===== config.mk =====
export PLATFORM = sky130hd
export DESIGN_NAME = imb_mask_bank
export DESIGN_NICKNAME = d
export VERILOG_FILES = /design/src/logic/imb_pkg.sv /design/src/logic/imb_mask_byte.sv /design/src/logic/imb_mask_bank.sv
export SDC_FILE = /design/constraint.sdc
export NUM_CORES = 1
export LEC_CHECK = 0
export ABC_AREA = 1
export ABC_CLOCK_PERIOD_IN_PS = 1500
export BUFFER_PORTS_ARGS = -buffer_cell sky130_fd_sc_hd__buf_2
export CORE_ASPECT_RATIO = 1.4
export CORE_MARGIN = 8
export CORE_UTILIZATION = 30
export CTS_BUF_LIST = sky130_fd_sc_hd__clkbuf_16
export CTS_CLUSTER_DIAMETER = 40
export DETAILED_ROUTE_END_ITERATION = 8
export PLACE_DENSITY_LB_ADDON = 0.15
export SLEW_MARGIN = 20
export SYNTH_ARGS = -nofsm -noshare
export SYNTH_HDL_FRONTEND = slang
export SYNTH_SLANG_ARGS = --single-unit

===== constraint.sdc =====
create_clock -name clock -period 1.5 [get_ports clock]
set_input_delay 0.075 -clock clock [delete_from_list [all_inputs] [get_ports clock]]
set_output_delay 0.075 -clock clock [all_outputs]
set_load 0.01 [all_outputs]

===== src/logic/imb_pkg.sv =====
// constants for the interrupt enable mask bank: offsets, reset values, field positions
// assumes a byte-wide register port on the device system clock
// Function
// - low mask byte bits 0 to 4 let reference inputs one to five interrupt when 1, block when 0.
// - low mask byte bits 5 to 7 let reference inputs six to eight interrupt when 1, block when 0.
// - middle mask byte bits 0 to 5 let reference inputs nine to fourteen interrupt when 1.
// - middle byte bit 6 gates monitor reference failure and bit 7 monitor loop state change.
// - high byte bit 6 lets an auxiliary output path status change interrupt when 1.
// - high byte bit 4 lets an auxiliary path inputs failure interrupt when 1.
// - high byte bit 3 gates bipolar input two violations and bit 1 bipolar input one violations.
// - high byte bit 2 gates bipolar input two signal loss and bit 0 bipolar input one signal loss.
// - the low mask byte is read and write and resets to zero, so none of its sources is enabled.
package imb_pkg;
    localparam int BYTE_W = 8;
    localparam int ADDR_W = 8;
    localparam int SRC_W = 24;

    localparam logic [ADDR_W-1:0] ADDR_LOW = 8'h43;
    localparam logic [ADDR_W-1:0] ADDR_MIDDLE = 8'h44;
    localparam logic [ADDR_W-1:0] ADDR_HIGH = 8'h45;

    localparam logic [BYTE_W-1:0] RESET_LOW = 8'h00;
    localparam logic [BYTE_W-1:0] RESET_MIDDLE = 8'h00;
    localparam logic [BYTE_W-1:0] RESET_HIGH = 8'h00;
    localparam logic [BYTE_W-1:0] READ_UNMAPPED = 8'h00;

    localparam logic [BYTE_W-1:0] WRITABLE_ALL = 8'hFF;
    // bits 7 and 5 of the high byte are fixed at zero
    localparam logic [BYTE_W-1:0] WRITABLE_HIGH = 8'h5F;

    // positions within the 24-bit source vector {high, middle, low}
    localparam int LOW_BASE = 0;
    localparam int MIDDLE_BASE = 8;
    localparam int HIGH_BASE = 16;

    localparam int REF_INPUT_ONE = 0;
    localparam int REF_INPUT_FIVE = 4;
    localparam int REF_INPUT_SIX = 5;
    localparam int REF_INPUT_EIGHT = 7;
    localparam int REF_INPUT_NINE = 8;
    localparam int REF_INPUT_FOURTEEN = 13;
    localparam int MONITOR_REF_FAIL_ENABLE = 14;
    localparam int MONITOR_LOOP_STATE_ENABLE = 15;
    localparam int BIPOLAR_IN1_SIGNAL_LOSS_ENABLE = 16;
    localparam int BIPOLAR_IN1_VIOLATION_ENABLE = 17;
    localparam int BIPOLAR_IN2_SIGNAL_LOSS_ENABLE = 18;
    localparam int BIPOLAR_IN2_VIOLATION_ENABLE = 19;
    localparam int AUX_INPUTS_FAIL_ENABLE = 20;
    localparam int AUX_PATH_STATUS_ENABLE = 22;
endpackage


===== src/logic/imb_mask_byte.sv =====
// one byte of interrupt enable mask with per-bit write permission
// assumes the write strobe and data come from logic on the same clock
`timescale 1ns/1ps
module imb_mask_byte #(
    parameter logic [7:0] RESET_VALUE = 8'h00,
    parameter logic [7:0] WRITABLE = 8'hFF
) (
    // clock and reset
    input wire logic clock,
    input wire logic arst_n,
    // write side
    input wire logic wr_stb,
    input wire logic [7:0] wr_data,
    // stored mask
    output logic [7:0] value
);
    logic [7:0] value_reg;
    logic [7:0] value_next;

    // fixed bits keep their reset value whatever is written
    always_comb begin
        value_next = value_reg;
        if (wr_stb) begin
            value_next = (wr_data & WRITABLE) | (RESET_VALUE & ~WRITABLE);
        end
    end

    always_ff @(posedge clock or negedge arst_n) begin
        if (!arst_n) begin
            value_reg <= RESET_VALUE;
        end else begin
            value_reg <= value_next;
        end
    end

    assign value = value_reg;
endmodule


===== src/logic/imb_mask_bank.sv =====
// interrupt enable mask bank: three mask bytes gating 24 pending sources onto one request
// assumes pending status comes from the status unit on the same clock, so no synchroniser
`timescale 1ns/1ps
module imb_mask_bank (
    // clock and reset
    input wire logic clock,
    input wire logic arst_n,
    // register port
    input wire logic [7:0] reg_addr,
    input wire logic reg_wr,
    input wire logic [7:0] reg_wr_data,
    input wire logic reg_rd,
    output logic [7:0] reg_rd_data,
    output logic reg_rd_valid,
    // sources from the status unit
    input wire logic [23:0] src_pending,
    // request to the interrupt pin logic
    output logic irq,
    output logic [23:0] src_request,
    output logic [23:0] mask_out
);
    logic wr_low;
    logic wr_middle;
    logic wr_high;
    logic [7:0] mask_low;
    logic [7:0] mask_middle;
    logic [7:0] mask_high;
    logic [23:0] mask_all;
    logic [7:0] rd_data_next;
    logic [7:0] rd_data_reg;
    logic rd_valid_reg;
    logic irq_reg;
    logic irq_next;
    logic [23:0] request_reg;
    logic [23:0] request_next;
    logic [23:0] mask_reg;

    assign wr_low = reg_wr && (reg_addr == imb_pkg::ADDR_LOW);
    assign wr_middle = reg_wr && (reg_addr == imb_pkg::ADDR_MIDDLE);
    assign wr_high = reg_wr && (reg_addr == imb_pkg::ADDR_HIGH);

    // low byte: reference inputs one to eight
    imb_mask_byte #(
        .RESET_VALUE(imb_pkg::RESET_LOW),
        .WRITABLE(imb_pkg::WRITABLE_ALL)
    ) u_low (
        .clock(clock),
        .arst_n(arst_n),
        .wr_stb(wr_low),
        .wr_data(reg_wr_data),
        .value(mask_low)
    );

    // middle byte: inputs nine to fourteen and the monitor loop
    imb_mask_byte #(
        .RESET_VALUE(imb_pkg::RESET_MIDDLE),
        .WRITABLE(imb_pkg::WRITABLE_ALL)
    ) u_middle (
        .clock(clock),
        .arst_n(arst_n),
        .wr_stb(wr_middle),
        .wr_data(reg_wr_data),
        .value(mask_middle)
    );

    // high byte: auxiliary path and bipolar inputs
    imb_mask_byte #(
        .RESET_VALUE(imb_pkg::RESET_HIGH),
        .WRITABLE(imb_pkg::WRITABLE_HIGH)
    ) u_high (
        .clock(clock),
        .arst_n(arst_n),
        .wr_stb(wr_high),
        .wr_data(reg_wr_data),
        .value(mask_high)
    );

    assign mask_all = {mask_high, mask_middle, mask_low};

    // read path, one cycle latency; unmapped addresses read zero
    always_comb begin
        rd_data_next = imb_pkg::READ_UNMAPPED;
        case (reg_addr)
            imb_pkg::ADDR_LOW: begin
                rd_data_next = mask_low;
            end
            imb_pkg::ADDR_MIDDLE: begin
                rd_data_next = mask_middle;
            end
            imb_pkg::ADDR_HIGH: begin
                rd_data_next = mask_high;
            end
            default: begin
                rd_data_next = imb_pkg::READ_UNMAPPED;
            end
        endcase
    end

    always_ff @(posedge clock or negedge arst_n) begin
        if (!arst_n) begin
            rd_data_reg <= imb_pkg::READ_UNMAPPED;
            rd_valid_reg <= 1'b0;
        end else begin
            rd_valid_reg <= reg_rd;
            if (reg_rd) begin
                rd_data_reg <= rd_data_next;
            end
        end
    end

    // gating acts on the request only; pending status is never written here
    assign request_next = src_pending & mask_all;
    assign irq_next = |request_next;

    always_ff @(posedge clock or negedge arst_n) begin
        if (!arst_n) begin
            request_reg <= '0;
            irq_reg <= 1'b0;
            mask_reg <= '0;
        end else begin
            request_reg <= request_next;
            irq_reg <= irq_next;
            mask_reg <= mask_all;
        end
    end

    assign reg_rd_data = rd_data_reg;
    assign reg_rd_valid = rd_valid_reg;
    assign irq = irq_reg;
    assign src_request = request_reg;
    assign mask_out = mask_reg;

    // first cycle after reset release, for the reset value check
    logic after_reset_reg;
    always_ff @(posedge clock or negedge arst_n) begin
        if (!arst_n) begin
            after_reset_reg <= 1'b1;
        end else begin
            after_reset_reg <= 1'b0;
        end
    end
endmodule


==> results_dict.tcl, run 1 <==
set metrics [dict create \
    port_buffers 95 \
    synth_cells 271 \
    cts_buffers 9 \
    ys_ff_latch 76 \
    die_area_sq_mm 0.0132 \
    hold_path_depth 3 \
    power.share.sequential 0.443 \
    drt_iter0_drc 98 \
    wirelength_microns 7330 \
    syn_avg_cell_area_sq_um 10.7 \
    rsz0062_at_grt "false" \
    drv_cap 0 \
    finalHoldViolations 0 \
    final_core_util 0.432 \
    num_io_pins 102 \
    dieWidth_microns 99.3 \
    netlist.top_cell.by_area "dfrtp_1" \
    gp_congestion 0.761 \
    critical_path.top_delay_family "simple AND/OR/NAND/NOR gates" \
    leakage_nw 2.39 \
    cp.arrival_ns 1.26 \
    path_cells "nand2_1 -> nand4_1 -> nor2_1 -> nand3_1" \
    cts_hold_buf 26 \
    start_util 0.308 \
    grt_pass1_vias 2400 \
    synth.top_cells.by_area "dfrtp_1 (65%), nand2_1 (9.5%), inv_1 (5.2%), nand3_1 (4.6%), o21a_1 (3.1%)" \
    postCtsSetupBuffers 0 \
    post-route-drc-count 0 \
    grt_pass1_wl_microns 12100 \
    fp.coreArea_sq_mm 0.00946 \
    hp-start "reg_wr_data[3]" \
    setup_viol 0 \
    fin_nets 444 \
    ant_nets 0 \
    cts.clk_slew.worst_paths_ns 0.06 \
    vdd_drop_max_v 0.000574 \
    dr.pass1.iters 4 \
    htreeDepth 3 \
    clkPwrFrac 0.473 \
    grt_max_degree 33 \
    cts_tree "built" \
    final.setup_skew_ns 0.00592 \
    fp.dieH_microns 133 \
    rr_startpoint "u_low.value[4]" \
    drive_above_1_share 0.328 \
    cp-startpoint "u_low.value[4]" \
    yosysWarningCount 0 \
    max_freq_mhz 950 \
    cp.depth 4 \
    end_kind "register" \
    post-route-min-period_ns 1.05 \
    grt_overflow 0 \
    via_per_inst 4.27 \
    status "finished, final reports clean" \
    final_common_cell "buf_2" \
    synthDominantCellAreaShare 0.653 \
    period_share 0.702 \
    seq_area_frac_synth 0.653 \
    internal_power_w 0.00396 \
    reg2reg_depth 4 \
    clockBufferDepth 2 \
    cts_resized 0 \
    dp_hpwl_microns 5680 \
    clock-sinks 76 \
    most-common-layout-cells "buf_2 (94), dfrtp_1 (76), nand2_1 (74)" \
    critPathMaxFanout 4 \
    vias 2199 \
    core.rowCount 42 \
    swShare 0.214 \
    antenna_found_initial 0 \
    crit_path_top_delay_cell "dfrtp_1" \
    powerDensity_mw_per_mm2 1230 \
    startpoint_type "register" \
    slowest_delay_ns 0.43 \
    wl_per_cell_microns 14.2 \
    critical_path_class "register to register" \
    worst_ep_required_time_ns 1.71 \
    synth.distinct_cells 21 \
    syn2layout_area_growth_pct 40.2 \
    combPwrFrac 0.084 \
    fillers 932 \
    cts-root-buf "clkbuf_16" \
    diodes 0 \
    tns_ns 0 \
    fin_hold_ws_ns 0.0445 \
    grt_usage 0.119 \
    path_buf_inv 0 \
    clock_latency_ns 0.33 \
    syn-cell-area_sq_mm 0.00291 \
    hold_path.class "primary input to register" \
    p_switching_w 0.00108 \
    drv_slew 0 \
]
## final timing paths
path | end | slack [ns]
max | irq | 0.45
min | u_low.value[3] | 0.04
max reg2reg | irq | 0.45
min reg2reg | mask_out[10] | 0.44
max in group asynchronous | src_request[8] | 0.69
min in group asynchronous | src_request[5] | 0.24
## tightest hold or removal path, delay by kind of cell
kind	cells	cell delay, ns
AO/OA/AOI/OAI	1	0.12
buffers and inverters	2	0.15
## Yosys cell counts
cell type / number
nand3_4: 1
o21a_1: 12
nor2_1: 2
nor2_8: 1
o21ai_0: 2
buf_12: 1
nand2_1: 74
buf_4: 6
nand2_2: 2
nor3_1: 1
nand2_4: 1
clkbuf_1: 1
buf_6: 2
inv_1: 40
nand3_1: 27
nor2_4: 5
inv_2: 1
dfrtp_1: 76
nand4_1: 5
o21ai_2: 10
conb_1: 1
## routing by layer
metal | vias up | global-route usage | part of all wire
met5 | - | 0 | 0
met4 | 0 | 0.0659 | 0.024
met3 | 11 | 0.0352 | 0.059
met2 | 63 | 0.207 | 0.54
met1 | 1027 | 0.125 | 0.38
li1 | 1098 | - | -
## through the flow
step / instance area, sq um / cells / setup slack [ns] / power (W)
floorplan: 2920 / 274 / 0.561 / 0.00242
global placement: 3490 / 473 / 0.339 / 0.00265
detailed placement: 3490 / 473 / 0.317 / 0.00265
CTS: 4080 / 515 / 0.418 / 0.00511
global route: 4080 / 515 / 0.325 / 0.00525
finish: 4080 / 515 / 0.447 / 0.00503
## layout make-up
cell class,count,area (sq um),area share
repair buffers,125,781,0.191
clock buffers,9,225,0.0552
flip-flops and latches,76,1900,0.466
well taps,110,138,0.0337
clock inverters,7,106,0.0260
multi-input cells,147,777,0.190
inverters,41,154,0.0377
## cells by family (layout without fill, tap and decap cells)
logic type / Yosys count / count (layout) / share of synthesized area
AND/OR/NAND/NOR: 119 / 119 / 0.197
AO/OA/AOI/OAI: 24 / 24 / 0.0644
flip-flops: 76 / 76 / 0.653
buffers and inverters: 51 / 182 / 0.0842
other: 1 / 4 / 0.00129
## power by group through the flow
stage	clock, W	sequential (W)	combinational [W]
floorplan	0	0.00228	0.000138
global placement	0	0.00227	0.000378
detailed placement	0	0.00227	0.000381
CTS	0.00244	0.00224	0.000434
global route	0.00253	0.00225	0.000476
finish	0.00238	0.00223	0.000422
No activity file was read; power rests on OpenSTA's default activity.
==> inputs of run 2 (changes only) <==
ABC_CLOCK_PERIOD_IN_PS = 1000   (was 1500)
clock period = 1 ns   (was 1.5 ns; I/O delays follow)
==> results_dict.tcl, run 2 (synthesized netlist as in run 1, its figures left out) <==
set metrics [dict create \
    cp.arrival_ns 1.20 \
    combPwrFrac 0.114 \
    wl_per_cell_microns 14.8 \
    gp_congestion 0.841 \
    drv_cap 0 \
    core.rowCount 42 \
    worst_ep_required_time_ns 1.21 \
    design_area_sq_mm 0.00425 \
    post-place-ws_ns -0.147 \
    setup_viol 0 \
    startpoint_type "register" \
    grt_pass1_vias 2545 \
    place_inst 499 \
    status "finished, final reports clean" \
    port_buffers 95 \
    max_freq_mhz 1010 \
    cts_buffers 9 \
    powerDensity_mw_per_mm2 1610 \
    finalHoldViolations 0 \
    dieWidth_microns 99.3 \
    fp.coreArea_sq_mm 0.00946 \
    rsz0062_at_grt "true" \
    critical_path.top_delay_family "simple AND/OR/NAND/NOR gates" \
    clock_latency_ns 0.33 \
    tns_ns 0 \
    syn2layout_area_growth_pct 46.0 \
    post-route-min-period_ns 0.994 \
    fin_hold_ws_ns 0.0383 \
    leakage_nw 2.51 \
    clockBufferDepth 2 \
    clock-sinks 76 \
    crit_path_top_delay_cell "dfrtp_1" \
    fin_nets 470 \
    htreeDepth 3 \
    final_cells 540 \
    fp.dieH_microns 133 \
    p_switching_w 0.00162 \
    drv_slew 0 \
    power.share.sequential 0.484 \
    cts.clk_slew.worst_paths_ns 0.06 \
    start_util 0.308 \
    post_dp_cell_area_sq_mm 0.00371 \
    grt_max_degree 25 \
    drive_above_1_share 0.386 \
    setup_ws_ns 0.00568 \
    final.setup_skew_ns 0.00668 \
    slowest_delay_ns 0.43 \
    clkPwrFrac 0.402 \
    cts-root-buf "clkbuf_16" \
    vias 2321 \
    drt_iter0_drc 104 \
    cts_tree "built" \
    ant_nets 0 \
    num_io_pins 102 \
    grt_overflow 0 \
    path_cells "nand2_2 -> nand4_1 -> nor3_2 -> nand3_1" \
    vdd_drop_max_v 0.000694 \
    via_per_inst 4.30 \
    antenna_found_initial 0 \
    critical_path_class "register to register" \
    critPathMaxFanout 4 \
    die_area_sq_mm 0.0132 \
    internal_power_w 0.00524 \
    grt_pass1_wl_microns 13000 \
    grt_usage 0.129 \
    post-route-drc-count 0 \
    period_share 0.994 \
    hold_path.class "primary input to register" \
    path_buf_inv 0 \
    wirelength_microns 7990 \
    end_kind "register" \
    swShare 0.237 \
    most-common-layout-cells "buf_2 (93), dfrtp_1 (75), nand2_1 (73)" \
    diodes 0 \
    dr.pass1.iters 4 \
    dp_hpwl_microns 6260 \
    final_common_cell "buf_2" \
]
run 2: stage by stage:
step                power, W   util
floorplan            0.00363      -
global placement     0.00407  0.392
detailed placement   0.00408  0.392
CTS                  0.00694  0.447
global route         0.00717  0.449
finish               0.00686  0.449
run 2: power by group through the flow:
stage | logic (W) | clock network (W) | registers (W)
CTS | 0.000796 | 0.00283 | 0.00332
global placement | 0.000698 | 0 | 0.00337
global route | 0.000872 | 0.00296 | 0.00334
floorplan | 0.000207 | 0 | 0.00343
detailed placement | 0.000701 | 0 | 0.00338
finish | 0.000782 | 0.00276 | 0.00332
run 2: worst paths after layout:
| check | slack, ns | cells past startpoint | endpoint | start |
|---|---|---|---|---|
| min in group asynchronous | 0.17 | 2 | src_request[5] | arst_n |
| max | 0.006 | 4 | irq | u_high.value[1] |
| max in group asynchronous | 0.37 | 3 | src_request[14] | arst_n |
| max reg2reg | 0.006 | 4 | irq | u_high.value[1] |
| min reg2reg | 0.47 | 0 | mask_out[18] | u_high.value[2] |
| min | 0.04 | 3 | u_low.value[3] | reg_wr_data[3] |
run 2: tightest hold or removal path, delay by kind of cell:
| kind | cells | cell delay (ns) |
|---|---|---|
| AOI/OAI and AO/OA | 1 | 0.13 |
| buffers and inverters | 2 | 0.16 |
run 2: layout make-up:
class                           instances  area [sq um]
Multi-Input combinational cell        147           797
Sequential cell                        76          1900
Clock buffer                            9           225
Tap cell                              110           138
Inverter                               41           158
Timing Repair Buffer                  151          1000
Clock inverter                          6          26.3
Fill cell                             926          5210
run 2: repair_timing:
action                                  in CTS  in global routing
resized for setup                            3                  9
pin swaps                                    0                  2
buffers inserted                             1                  0
hold buffers                                25                  0
hold endpoints to repair                   100                  0
endpoints found under the setup margin       1                  7
run 2: per-layer routing:
layer,GRT usage,vias up,share of wire
li1,-,1144,-
met1,0.134,1104,0.38
met2,0.228,62,0.55
met3,0.0373,11,0.057
met4,0.0659,0,0.022
met5,0,-,0
